### src/pkg/synth_pkg.sv
// Package for the synthesizer latch bank: field positions, select codes, timing.
// Assumes a 40 MHz system clock and a slow three-wire serial link from a host.
package synth_pkg;
	localparam int word_width = 24;
	localparam logic [1:0] sel_control = 2'h0;
	localparam logic [1:0] sel_reference = 2'h1;
	localparam logic [1:0] sel_feedback = 2'h2;
	localparam logic [1:0] sel_test = 2'h3;
	// Control latch fields.
	localparam int ctl_prescaler_pos = 22;
	localparam int ctl_pd_sync_pos = 21;
	localparam int ctl_pd_enable_pos = 20;
	localparam int ctl_current_two_pos = 17;
	localparam int ctl_current_one_pos = 14;
	localparam int ctl_out_power_pos = 12;
	localparam int ctl_mute_pos = 11;
	localparam int ctl_pump_gain_pos = 10;
	localparam int ctl_pump_tristate_pos = 9;
	localparam int ctl_polarity_pos = 8;
	localparam int ctl_mux_pos = 5;
	localparam int ctl_counters_clear_pos = 4;
	localparam int ctl_core_power_pos = 2;
	// Feedback latch fields.
	localparam int fb_source_pos = 23;
	localparam int fb_halve_pos = 22;
	localparam int fb_pump_gain_pos = 21;
	localparam int fb_b_pos = 8;
	localparam int fb_b_width = 13;
	localparam int fb_reserved_pos = 7;
	localparam int fb_a_pos = 2;
	localparam int fb_a_width = 5;
	// Reference latch fields.
	localparam int ref_band_div_pos = 20;
	localparam int ref_test_pos = 19;
	localparam int ref_precision_pos = 18;
	localparam int ref_backlash_pos = 16;
	localparam int ref_div_pos = 2;
	localparam int ref_div_width = 14;
	localparam logic [23:0] latch_reset = 24'h000000;
	// Number of reference-divider edges before a synchronous power-down takes effect.
	localparam logic [1:0] sync_pd_edges = 2'h2;
	// Band selection lasts this many detector cycles.
	localparam logic [2:0] band_select_cycles = 3'h5;
	typedef enum logic [1:0] {pd_run, pd_wait_sync, pd_down} pd_state_t;
endpackage

### src/pkg/latch_write_if.sv
// Carries one completed 24-bit serial word from the receiver to the latch bank.
// Assumes both ends run on the same system clock.
`timescale 1ns/1ps
interface latch_write_if;
	logic strobe;
	logic [23:0] word;
	modport source (output strobe, output word);
	modport sink (input strobe, input word);
endinterface

### src/synth_latch_powerdown_ctrl.sv
// Latch bank and power-down control of an integer-N synthesizer.
// Assumes a host drives the three-wire link and a reference-divider tick input.
`timescale 1ns/1ps
module synth_latch_powerdown_ctrl (
	input wire logic clock,
	input wire logic reset_n,
	input wire logic serial_clock,
	input wire logic serial_data,
	input wire logic latch_strobe,
	input wire logic chip_enable,
	input wire logic ref_divider_tick,
	input wire logic lock_detect_raw,
	output logic [23:0] control_word,
	output logic [23:0] feedback_word,
	output logic [23:0] reference_word,
	output logic powered_down,
	output logic counters_load,
	output logic pump_tristate,
	output logic lock_detect,
	output logic rf_output_enable,
	output logic ref_buffer_enable,
	output logic band_select_busy,
	output logic [1:0] prescaler_sel,
	output logic [synth_pkg::fb_b_width-1:0] b_count,
	output logic [synth_pkg::fb_a_width-1:0] a_count,
	output logic [synth_pkg::ref_div_width-1:0] ref_divide
);
	import synth_pkg::*;

	latch_write_if wr ();
	pd_state_t pd_q;
	logic [1:0] ce_sync_q, tick_sync_q, lock_sync_q;
	logic tick_prev_q, awake_q, band_pending_q;
	logic [1:0] sync_count_q;
	logic [2:0] band_count_q;
	logic tick_rise, ce_low, pd_now, wr_ctl, wr_fb, wr_ref;

	// True when the select bits of a word name the given latch.
	function automatic logic is_sel(input logic [23:0] w, input logic [1:0] code);
		return w[1:0] == code;
	endfunction

	serial_word_rx rx (
		.clock(clock),
		.reset_n(reset_n),
		.serial_clock(serial_clock),
		.serial_data(serial_data),
		.latch_strobe(latch_strobe),
		.wr(wr)
	);

	always_ff @(posedge clock or negedge reset_n) begin
		if (!reset_n) begin
			ce_sync_q <= 2'h0;
		end else begin
			ce_sync_q <= {ce_sync_q[0], chip_enable};
		end
	end

	always_ff @(posedge clock or negedge reset_n) begin
		if (!reset_n) begin
			tick_sync_q <= 2'h0;
			tick_prev_q <= 1'b0;
		end else begin
			tick_sync_q <= {tick_sync_q[0], ref_divider_tick};
			tick_prev_q <= tick_sync_q[1];
		end
	end

	always_ff @(posedge clock or negedge reset_n) begin
		if (!reset_n) begin
			lock_sync_q <= 2'h0;
		end else begin
			lock_sync_q <= {lock_sync_q[0], lock_detect_raw};
		end
	end
	assign tick_rise = tick_sync_q[1] && !tick_prev_q;
	assign ce_low = !ce_sync_q[1];

	assign wr_ctl = wr.strobe && is_sel(wr.word, sel_control);
	assign wr_fb = wr.strobe && is_sel(wr.word, sel_feedback);
	assign wr_ref = wr.strobe && is_sel(wr.word, sel_reference);

	// control latch store
	// The pump gain bit is shared with the feedback latch; the latest write wins.
	always_ff @(posedge clock or negedge reset_n) begin
		if (!reset_n) begin
			control_word <= latch_reset;
		end else if (wr_ctl) begin
			control_word <= wr.word;
		end else if (wr_fb) begin
			control_word[ctl_pump_gain_pos] <= wr.word[fb_pump_gain_pos];
		end
	end

	always_ff @(posedge clock or negedge reset_n) begin
		if (!reset_n) begin
			feedback_word <= latch_reset;
		end else if (wr_fb) begin
			feedback_word <= wr.word;
		end else if (wr_ctl) begin
			feedback_word[fb_pump_gain_pos] <= wr.word[ctl_pump_gain_pos];
		end
	end

	always_ff @(posedge clock or negedge reset_n) begin
		if (!reset_n) begin
			reference_word <= latch_reset;
		end else if (wr_ref) begin
			reference_word <= wr.word;
		end
	end

	// control write wakes part
	// Until then the part stays unpowered, as right after supply-on.
	always_ff @(posedge clock or negedge reset_n) begin
		if (!reset_n) begin
			awake_q <= 1'b0;
		end else if (wr_ctl) begin
			awake_q <= 1'b1;
		end
	end

	// synchronous entry on second tick
	// Ticks count from the latch event, so a tick that arrives while the strobe
	// is still in the synchroniser is not counted.
	always_ff @(posedge clock or negedge reset_n) begin
		if (!reset_n) begin
			pd_q <= pd_run;
			sync_count_q <= 2'h0;
		end else if (wr_ctl) begin
			sync_count_q <= 2'h0;
			if (!wr.word[ctl_pd_enable_pos]) begin
				pd_q <= pd_run;
			end else if (wr.word[ctl_pd_sync_pos]) begin
				pd_q <= (pd_q == pd_down) ? pd_down : pd_wait_sync;
			end else begin
				pd_q <= pd_down;
			end
		end else begin
			case (pd_q)
				pd_run: pd_q <= pd_run;
				pd_wait_sync: begin
					if (tick_rise) begin
						sync_count_q <= sync_count_q + 2'h1;
						if (sync_count_q + 2'h1 == sync_pd_edges) begin
							pd_q <= pd_down;
						end
					end
				end
				pd_down: pd_q <= pd_down;
				default: pd_q <= pd_run;
			endcase
		end
	end

	assign pd_now = ce_low || !awake_q || pd_q == pd_down;

	// Registered copy of the power-down state for the outside.
	always_ff @(posedge clock or negedge reset_n) begin
		if (!reset_n) begin
			powered_down <= 1'b1;
		end else begin
			powered_down <= pd_now;
		end
	end

	always_ff @(posedge clock or negedge reset_n) begin
		if (!reset_n) begin
			counters_load <= 1'b1;
		end else begin
			counters_load <= pd_now || control_word[ctl_counters_clear_pos];
		end
	end

	// pump tristate
	// The pump also floats while band selection holds the tune line.
	always_ff @(posedge clock or negedge reset_n) begin
		if (!reset_n) begin
			pump_tristate <= 1'b1;
		end else begin
			pump_tristate <= pd_now || control_word[ctl_pump_tristate_pos] || band_pending_q;
		end
	end

	always_ff @(posedge clock or negedge reset_n) begin
		if (!reset_n) begin
			lock_detect <= 1'b0;
		end else begin
			lock_detect <= !pd_now && lock_sync_q[1];
		end
	end

	// RF outputs off
	// With mute until lock set, the outputs wait for a synced lock indication.
	always_ff @(posedge clock or negedge reset_n) begin
		if (!reset_n) begin
			rf_output_enable <= 1'b0;
		end else begin
			rf_output_enable <= !pd_now &&
				(!control_word[ctl_mute_pos] || lock_sync_q[1]);
		end
	end

	always_ff @(posedge clock or negedge reset_n) begin
		if (!reset_n) begin
			ref_buffer_enable <= 1'b0;
		end else begin
			ref_buffer_enable <= !pd_now;
		end
	end

	always_ff @(posedge clock or negedge reset_n) begin
		if (!reset_n) begin
			band_pending_q <= 1'b0;
			band_count_q <= 3'h0;
		end else if (wr_fb) begin
			band_pending_q <= 1'b1;
			band_count_q <= 3'h0;
		end else if (band_pending_q && !pd_now && tick_rise) begin
			band_count_q <= band_count_q + 3'h1;
			if (band_count_q + 3'h1 == band_select_cycles) begin
				band_pending_q <= 1'b0;
			end
		end
	end

	// Field copies are registered so that every output leaves a flip-flop.
	always_ff @(posedge clock or negedge reset_n) begin
		if (!reset_n) begin
			band_select_busy <= 1'b0;
		end else begin
			band_select_busy <= band_pending_q && !pd_now;
		end
	end

	always_ff @(posedge clock or negedge reset_n) begin
		if (!reset_n) begin
			prescaler_sel <= 2'h0;
		end else begin
			prescaler_sel <= control_word[ctl_prescaler_pos +: 2];
		end
	end

	always_ff @(posedge clock or negedge reset_n) begin
		if (!reset_n) begin
			b_count <= '0;
		end else begin
			b_count <= feedback_word[fb_b_pos +: fb_b_width];
		end
	end

	always_ff @(posedge clock or negedge reset_n) begin
		if (!reset_n) begin
			a_count <= '0;
		end else begin
			a_count <= feedback_word[fb_a_pos +: fb_a_width];
		end
	end

	always_ff @(posedge clock or negedge reset_n) begin
		if (!reset_n) begin
			ref_divide <= '0;
		end else begin
			ref_divide <= reference_word[ref_div_pos +: ref_div_width];
		end
	end
endmodule

### src/serial_word_rx.sv
// Three-wire serial receiver: samples the link on the system clock and
// shifts a word MSB first, presenting it on the latch strobe's rising edge.
// Assumes the serial clock is well below half the system clock rate.
`timescale 1ns/1ps
module serial_word_rx (
	input wire logic clock,
	input wire logic reset_n,
	input wire logic serial_clock,
	input wire logic serial_data,
	input wire logic latch_strobe,
	latch_write_if.source wr
);
	import synth_pkg::*;
	logic [2:0] clk_meta_q, clk_sync_q;
	logic [2:0] in_meta_q;
	logic data_sync_q, strobe_sync_q, clk_prev_q, strobe_prev_q;
	logic [23:0] shift_q;

	always_ff @(posedge clock or negedge reset_n) begin
		if (!reset_n) begin
			in_meta_q <= 3'h0;
			clk_sync_q <= 3'h0;
		end else begin
			in_meta_q <= {serial_clock, serial_data, latch_strobe};
			clk_sync_q <= in_meta_q;
		end
	end
	assign clk_meta_q = clk_sync_q;
	assign data_sync_q = clk_meta_q[1];
	assign strobe_sync_q = clk_meta_q[0];

	always_ff @(posedge clock or negedge reset_n) begin
		if (!reset_n) begin
			clk_prev_q <= 1'b0;
			strobe_prev_q <= 1'b0;
		end else begin
			clk_prev_q <= clk_meta_q[2];
			strobe_prev_q <= strobe_sync_q;
		end
	end

	always_ff @(posedge clock or negedge reset_n) begin
		if (!reset_n) begin
			shift_q <= latch_reset;
		end else if (clk_meta_q[2] && !clk_prev_q) begin
			shift_q <= {shift_q[22:0], data_sync_q};
		end
	end

	always_ff @(posedge clock or negedge reset_n) begin
		if (!reset_n) begin
			wr.strobe <= 1'b0;
			wr.word <= latch_reset;
		end else begin
			wr.strobe <= strobe_sync_q && !strobe_prev_q;
			wr.word <= shift_q;
		end
	end
endmodule

### config.mk
export PLATFORM = sky130hd
export DESIGN_NAME = synth_latch_powerdown_ctrl
export DESIGN_NICKNAME = d
export VERILOG_FILES = /design/src/pkg/synth_pkg.sv /design/src/pkg/latch_write_if.sv /design/src/synth_latch_powerdown_ctrl.sv /design/src/serial_word_rx.sv
export SDC_FILE = /design/constraint.sdc
export NUM_CORES = 1
export LEC_CHECK = 0
export BUFFER_PORTS_ARGS = -buffer_cell sky130_fd_sc_hd__buf_2
export CORE_MARGIN = 2
export CORE_UTILIZATION = 55
export DETAILED_ROUTE_END_ITERATION = 8
export PLACE_DENSITY = 0.8
export SLEW_MARGIN = 40
export SYNTH_ARGS = -nofsm -noshare
export SYNTH_HDL_FRONTEND = slang
export SYNTH_SLANG_ARGS = --single-unit
export TNS_END_PERCENT = 1
### constraint.sdc
create_clock -name clock -period 3.7 [get_ports clock]
set_input_delay 0.74 -clock clock [delete_from_list [all_inputs] [get_ports clock]]
set_output_delay 0.74 -clock clock [all_outputs]
set_load 0.05 [all_outputs]
==> qor.yml, run 1 <==
status:
  outcome: "finished, final reports clean"
detailed_routing:
  wl_per_cell_um: 17.4
  drt_pass1_iterations: 4
  routed_wl_um: 11000
  avgViaCountPerCell: 5.14
  num_vias: 3252
  ant_nets: 0
  drc: 0
  drtIter0Drc: 153
timing:
  worst-slew-pin-transition_ns: 0.751
  fmax_mhz: 494
  rsz0062_at_grt: "no"
  min_period_ns: 2.03
  finalClockSkew_ns: 0.00785
  fin_crit_sh: 0.548
  slew_headroom: 0.499
  final_max_slew_viol_count: 0
  fin_ws_ns: 1.67
  timing.setup.tns_ns: 0
  hold_viol: 0
  setup_viol_count_final: 0
floorplan:
  rows: 38
  die_w_um: 110
  io-pin-count: 121
  initial_core_util: 0.567
  die_h_um: 110
  core_mm2: 0.0109
  fp.dieArea_mm2: 0.0121
layout:
  final_cell_mix: "dfrtp_1, buf_2, mux2_2, clkbuf_16, inv_1"
  final_cells: 633
  final_common_cell: "dfrtp_1"
  fill_cells: 757
  antenna_cells: 0
  finalNetCount: 494
  area_growth_pct: 20.6
  drive_gt1_frac: 0.499
power_and_ir_drop:
  p_leak_uw: 0.00396
  p_total_uw: 6320
  power.density_mw_per_mm2: 844
  ir_worst_vdd_mv: 0.580
global_routing:
  grt_antenna_before_repair: 0
  track_usage: 0.200
  grt_pass1_wl_um: 17700
  grt_pass1_vias: 3401
  grt_max_degree: 95
  grt_remaining_overflow: 0
clock_network:
  ctsHoldBuffers: 0
  cts_sinks: 186
  clk_latency_ns: 0.43
  htree_levels: 4
  clkTransAtPathRegs_ns: 0.06
  clockBufferDepth: 2
  root_buffer: "clkbuf_16"
  cts_tree: "yes"
  postCtsSetupBuffers: 0
  cts-resized-gates: 0
  cts_made_buffers: 17
setup_path:
  end_kind: "flip-flop"
  crit_arrival_ns: 2.33
  cp_data_required_time_ns: 4.00
  cp_max_fo: 19
  reg2reg_depth: 3
  path_class: "reg2reg"
  startpoint_type: "flip-flop"
synth:
  synth.distinct_cells: 32
  synth.avg_cell_area_um2: 17.7
  syn_inst: 350
  synth_area_mm2: 0.00620
  ys_ff_latch: 186
  syn-num-nets: 363
  ys_warn_count: 0
  yosysSeqAreaShare: 0.751
flow_run:
  drv_cap: 0
placement:
  place_inst: 602
  globalplace.congestion: 0.729
  port_buffers: 120
  dpl_worst_slack_ns: 1.71
  dp_hpwl_um: 7180
min_path:
  holdCritPathClass: "reg2reg"
  hold_depth: 0
[kinds of logic (layout without fill, tap and decap cells)]
logic type | Yosys count | after routing | share of synthesized area
DFF | 186 | 186 | 0.751
muxes | 90 | 90 | 0.163
and+or+nand+nor | 38 | 38 | 0.0440
buffers and inverters | 18 | 161 | 0.0184
AOI/OAI and AO/OA | 11 | 11 | 0.0111
adders and majority gates | 5 | 5 | 0.0101
xor gates and xnor gates | 2 | 2 | 0.00282
[Yosys cell counts]
cell	number	area, um2
a211o_1	1	8.76
a211oi_1	1	7.51
a21o_1	1	7.51
a21oi_1	3	15.0
and2_1	4	25.0
and3b_1	3	26.3
buf_2	4	20.0
buf_4	3	22.5
buf_6	4	45.0
dfrtp_1	183	4580
dfstp_2	3	78.8
ha_1	5	62.6
inv_1	7	26.3
mux2_1	3	33.8
mux2_2	85	957
mux2i_1	2	20.0
nand2_1	2	7.51
nand2b_1	5	31.3
nand3_1	6	30.0
nand3b_1	2	15.0
nand3b_4	2	40.0
nand4_1	1	6.26
nand4b_1	2	17.5
nor2_1	3	11.3
nor2b_1	5	31.3
nor3b_4	1	18.8
o21a_1	2	15.0
o21ai_0	3	15.0
or2_2	1	6.26
or3_1	1	6.26
xnor2_1	1	8.76
xor2_1	1	8.76
[power by group]
| part | leakage (uW) | internal [uW] | switching (uW) |
|---|---|---|---|
| Clock | 0.000253 | 907 | 729 |
| Sequential | 0.00241 | 2520 | 315 |
| Combinational | 0.00129 | 462 | 1380 |
| Total | 0.00396 | 3890 | 2430 |
[layer usage]
layer  global-route usage  vias to the layer above  part of all wire
met3               0.0500                       23             0.041
met4                0.100                        0             0.027
met2                0.308                       74              0.50
met1                0.267                     1696              0.44
li1                     -                     1459                 -
met5                    0                        -                 0
[state kept, by name, summed over array words and instances (netlist names), 3 cells and up]
name / count
ref_divide: 14
rx.wr.word: 24
rx.in_meta_q: 3
feedback_word: 24
b_count: 13
a_count: 5
reference_word: 24
rx.clk_meta_q: 3
rx.shift_q: 24
control_word: 24
band_count_q: 3
[final cells by class]
class	count	area, um2	share of cell area
multi-input combinational	146	1440	0.192
clock inverter	10	70.1	0.00936
tap	140	175	0.0234
timing repair buffer	123	644	0.0861
clock buffer	21	470	0.0629
inverter	7	26.3	0.00351
sequential	186	4660	0.622
[metrics by stage]
| step | hold WS, ns | area [um2] | utilization |
|---|---|---|---|
| 3_5_place_dp | 0.335 | 6940 | 0.635 |
| 4_1_cts | 0.349 | 7480 | 0.684 |
| 2_1_floorplan | 0.331 | 6200 | - |
| 5_1_grt | 0.354 | 7480 | 0.684 |
| 3_3_place_gp | 0.331 | 6940 | 0.635 |
| 6_report | 0.347 | 7480 | 0.684 |
[critical path: stages, from the launching register on]
cell and delay [ns]:
dfrtp_1 0.45, nor3b_4 0.69, buf_4 0.37, mux2_2 0.39
[path summary, 6_finish.rpt]
check / startpoint / end / slack, ns
worst min-delay path: rx.in_meta_q[2] / rx.clk_meta_q[2] / 0.35
worst max-delay path: rx.wr.strobe / control_word[20] / 1.67
max in group asynchronous: reset_n / powered_down / 2.38
worst max register to register: rx.wr.strobe / control_word[20] / 1.67
min in group asynchronous: reset_n / reference_word[5] / 0.37
worst min register to register: rx.in_meta_q[2] / rx.clk_meta_q[2] / 0.35
No activity file was read; power rests on OpenSTA's default activity.
==> run 2: changes to the inputs <==
- CORE_UTILIZATION: 55 -> 54
- PLACE_DENSITY: 0.8 -> 0.78
- clock period: 3.7 -> 1.9 ns (I/O delays scaled with it)
==> run 2 against run 1 <==
Net effect: global-route usage shrank 0.46 points; non-clock buffer count up 8; flip-flop and latch count did not move; fmax grew 30%; clock power rose by 100%; die area rose by 1.8%; cell count rose by 1.9%; clock-buffer cell count fell by 3; final area grew 1.2%; largest cell class unchanged.
==> qor.yml, run 2 (synthesis results as in run 1) <==
layout:
  area_growth_pct: 22.1
  final_cells: 645
  final_cell_mix: "dfrtp_1, buf_2, mux2_2, clkbuf_16, buf_4"
  final_common_cell: "dfrtp_1"
  finalNetCount: 502
  multi_input_area_mm2: 0.00144
  fill_cells: 766
  seqCellArea_mm2: 0.00466
  fin_util: 0.669
  drive_gt1_frac: 0.508
  antenna_cells: 0
min_path:
  min_delay_worst_endpoint: "lock_sync_q[0]"
  holdCritPathClass: "in2reg"
  min_from: "lock_detect_raw"
  hold_depth: 1
placement:
  port_buffers: 120
  dp_hpwl_um: 7330
  place_inst: 612
  globalplace.congestion: 0.746
power_and_ir_drop:
  intPower_uw: 7660
  power.density_mw_per_mm2: 1640
  p_leak_uw: 0.00401
  pwr-share-comb: 0.290
  switching_power_uw: 4800
  p_clk_frac: 0.267
  pwr-share-seq: 0.443
  p_sw_frac: 0.385
  ir_worst_vdd_mv: 1.30
setup_path:
  reg2reg_depth: 6
  crit_arrival_ns: 1.87
  cp_top_family: "flip-flops"
  cp_max_fo: 8
  cp.depth: 6
  critical_path.cell_chain: "inv_1 -> ha_1 -> and3b_1 -> inv_1 -> o21ai_0 -> a21oi_1"
  end_kind: "flip-flop"
  slowest_stage: "dfrtp_1"
  startpoint_type: "flip-flop"
  r2r_end: "band_count_q[1]"
  regToRegStartpoint: "pd_q[0]"
  rrSetupSlack_ns: 0.34
  crit_buf_inv: 2
  cp_data_required_time_ns: 2.21
  critical_path.max_stage_delay_ns: 0.38
  cpMostUsedCell: "inv_1"
  path_class: "reg2reg"
timing:
  fmax_mhz: 640
  worst-slew-pin-transition_ns: 0.494
  min_period_ns: 1.56
  setup_viol_count_final: 0
  fin_crit_sh: 0.823
  final_max_slew_viol_count: 0
  timing.setup.tns_ns: 0
  rsz0062_at_grt: "no"
  slew_headroom: 0.671
  finalClockSkew_ns: 0.00746
  hold_viol: 0
detailed_routing:
  avgViaCountPerCell: 5.08
  drc: 0
  ant_nets: 0
  routed_wl_um: 11100
  wl_per_cell_um: 17.3
  drt_pass1_iterations: 6
  drtIter0Drc: 193
  num_vias: 3279
status:
  outcome: "finished, final reports clean"
floorplan:
  rows: 39
  initial_core_util: 0.548
  core_mm2: 0.0113
  die_w_um: 111
  die_h_um: 111
  fp.dieArea_mm2: 0.0124
  io-pin-count: 121
global_routing:
  track_usage: 0.195
  grt_pass1_vias: 3483
  grt_remaining_overflow: 0
  grt_pass1_wl_um: 18400
  grt_max_degree: 55
  grt_antenna_before_repair: 0
clock_network:
  clk_latency_ns: 0.42
  ctsHoldBuffers: 1
  postCtsSetupBuffers: 0
  cts_sinks: 186
  cts_made_buffers: 17
  clkTransAtPathRegs_ns: 0.07
  clockBufferDepth: 2
  root_buffer: "clkbuf_16"
  htree_levels: 4
  cts-resized-gates: 0
  cts_tree: "yes"
flow_run:
  drv_cap: 0
-- run 2: cell types whose count changed in the layout (fill, tap and decap cells not counted), sizes merged --
cell and delta:
bufinv +1, clkbuf -4, buf +8, clkinv +1, inv +2, dlygate4sd3 +1
-- run 2: how the worst max path moves through the flow --
stage | from | endpoint | slack [ns]
5_1_grt | pd_q[0] | band_count_q[1] | 0.23
6_report | pd_q[0] | band_count_q[1] | 0.34
2_1_floorplan | pd_q[0] | pump_tristate | 0.52
3_3_place_gp | rx.wr.word[1] | reference_word[21] | 0.43
3_5_place_dp | rx.wr.strobe | control_word[15] | 0.38
4_1_cts | counters_load | counters_load | 0.32
-- run 2: layout make-up --
cell class	instances	share of cell area
Clock inverter	14	0.0162
Clock buffer	18	0.0580
Multi-Input combinational cell	146	0.189
Tap cell	143	0.0236
Sequential cell	186	0.615
Inverter	7	0.00347
Timing Repair Buffer	131	0.0946
-- run 2: per-layer routing --
metal | part of all wire | vias up | global-route usage
met1 | 0.43 | 1716 | 0.247
met4 | 0.019 | 0 | 0.0733
met2 | 0.52 | 62 | 0.319
met5 | 0 | - | 0
met3 | 0.040 | 18 | 0.0607
li1 | - | 1483 | -
-- run 2: power groups by stage --
stage | logic (uW) | clock network, uW | registers, uW
4_1_cts | 3650 | 3370 | 5530
3_5_place_dp | 3630 | 0 | 5580
6_report | 3610 | 3320 | 5510
5_1_grt | 3770 | 3550 | 5630
2_1_floorplan | 666 | 0 | 7510
3_3_place_gp | 3570 | 0 | 5520
-- run 2: stage by stage --
step | area (um2) | setup slack (ns) | total power (uW) | hold WS, ns
global placement | 7010 | 0.433 | 9090 | 0.335
global route | 7580 | 0.225 | 12900 | 0.0501
floorplan | 6200 | 0.522 | 8170 | 0.0844
finish | 7580 | 0.336 | 12500 | 0.0605
detailed placement | 7010 | 0.377 | 9210 | 0.336
CTS | 7580 | 0.318 | 12500 | 0.0463
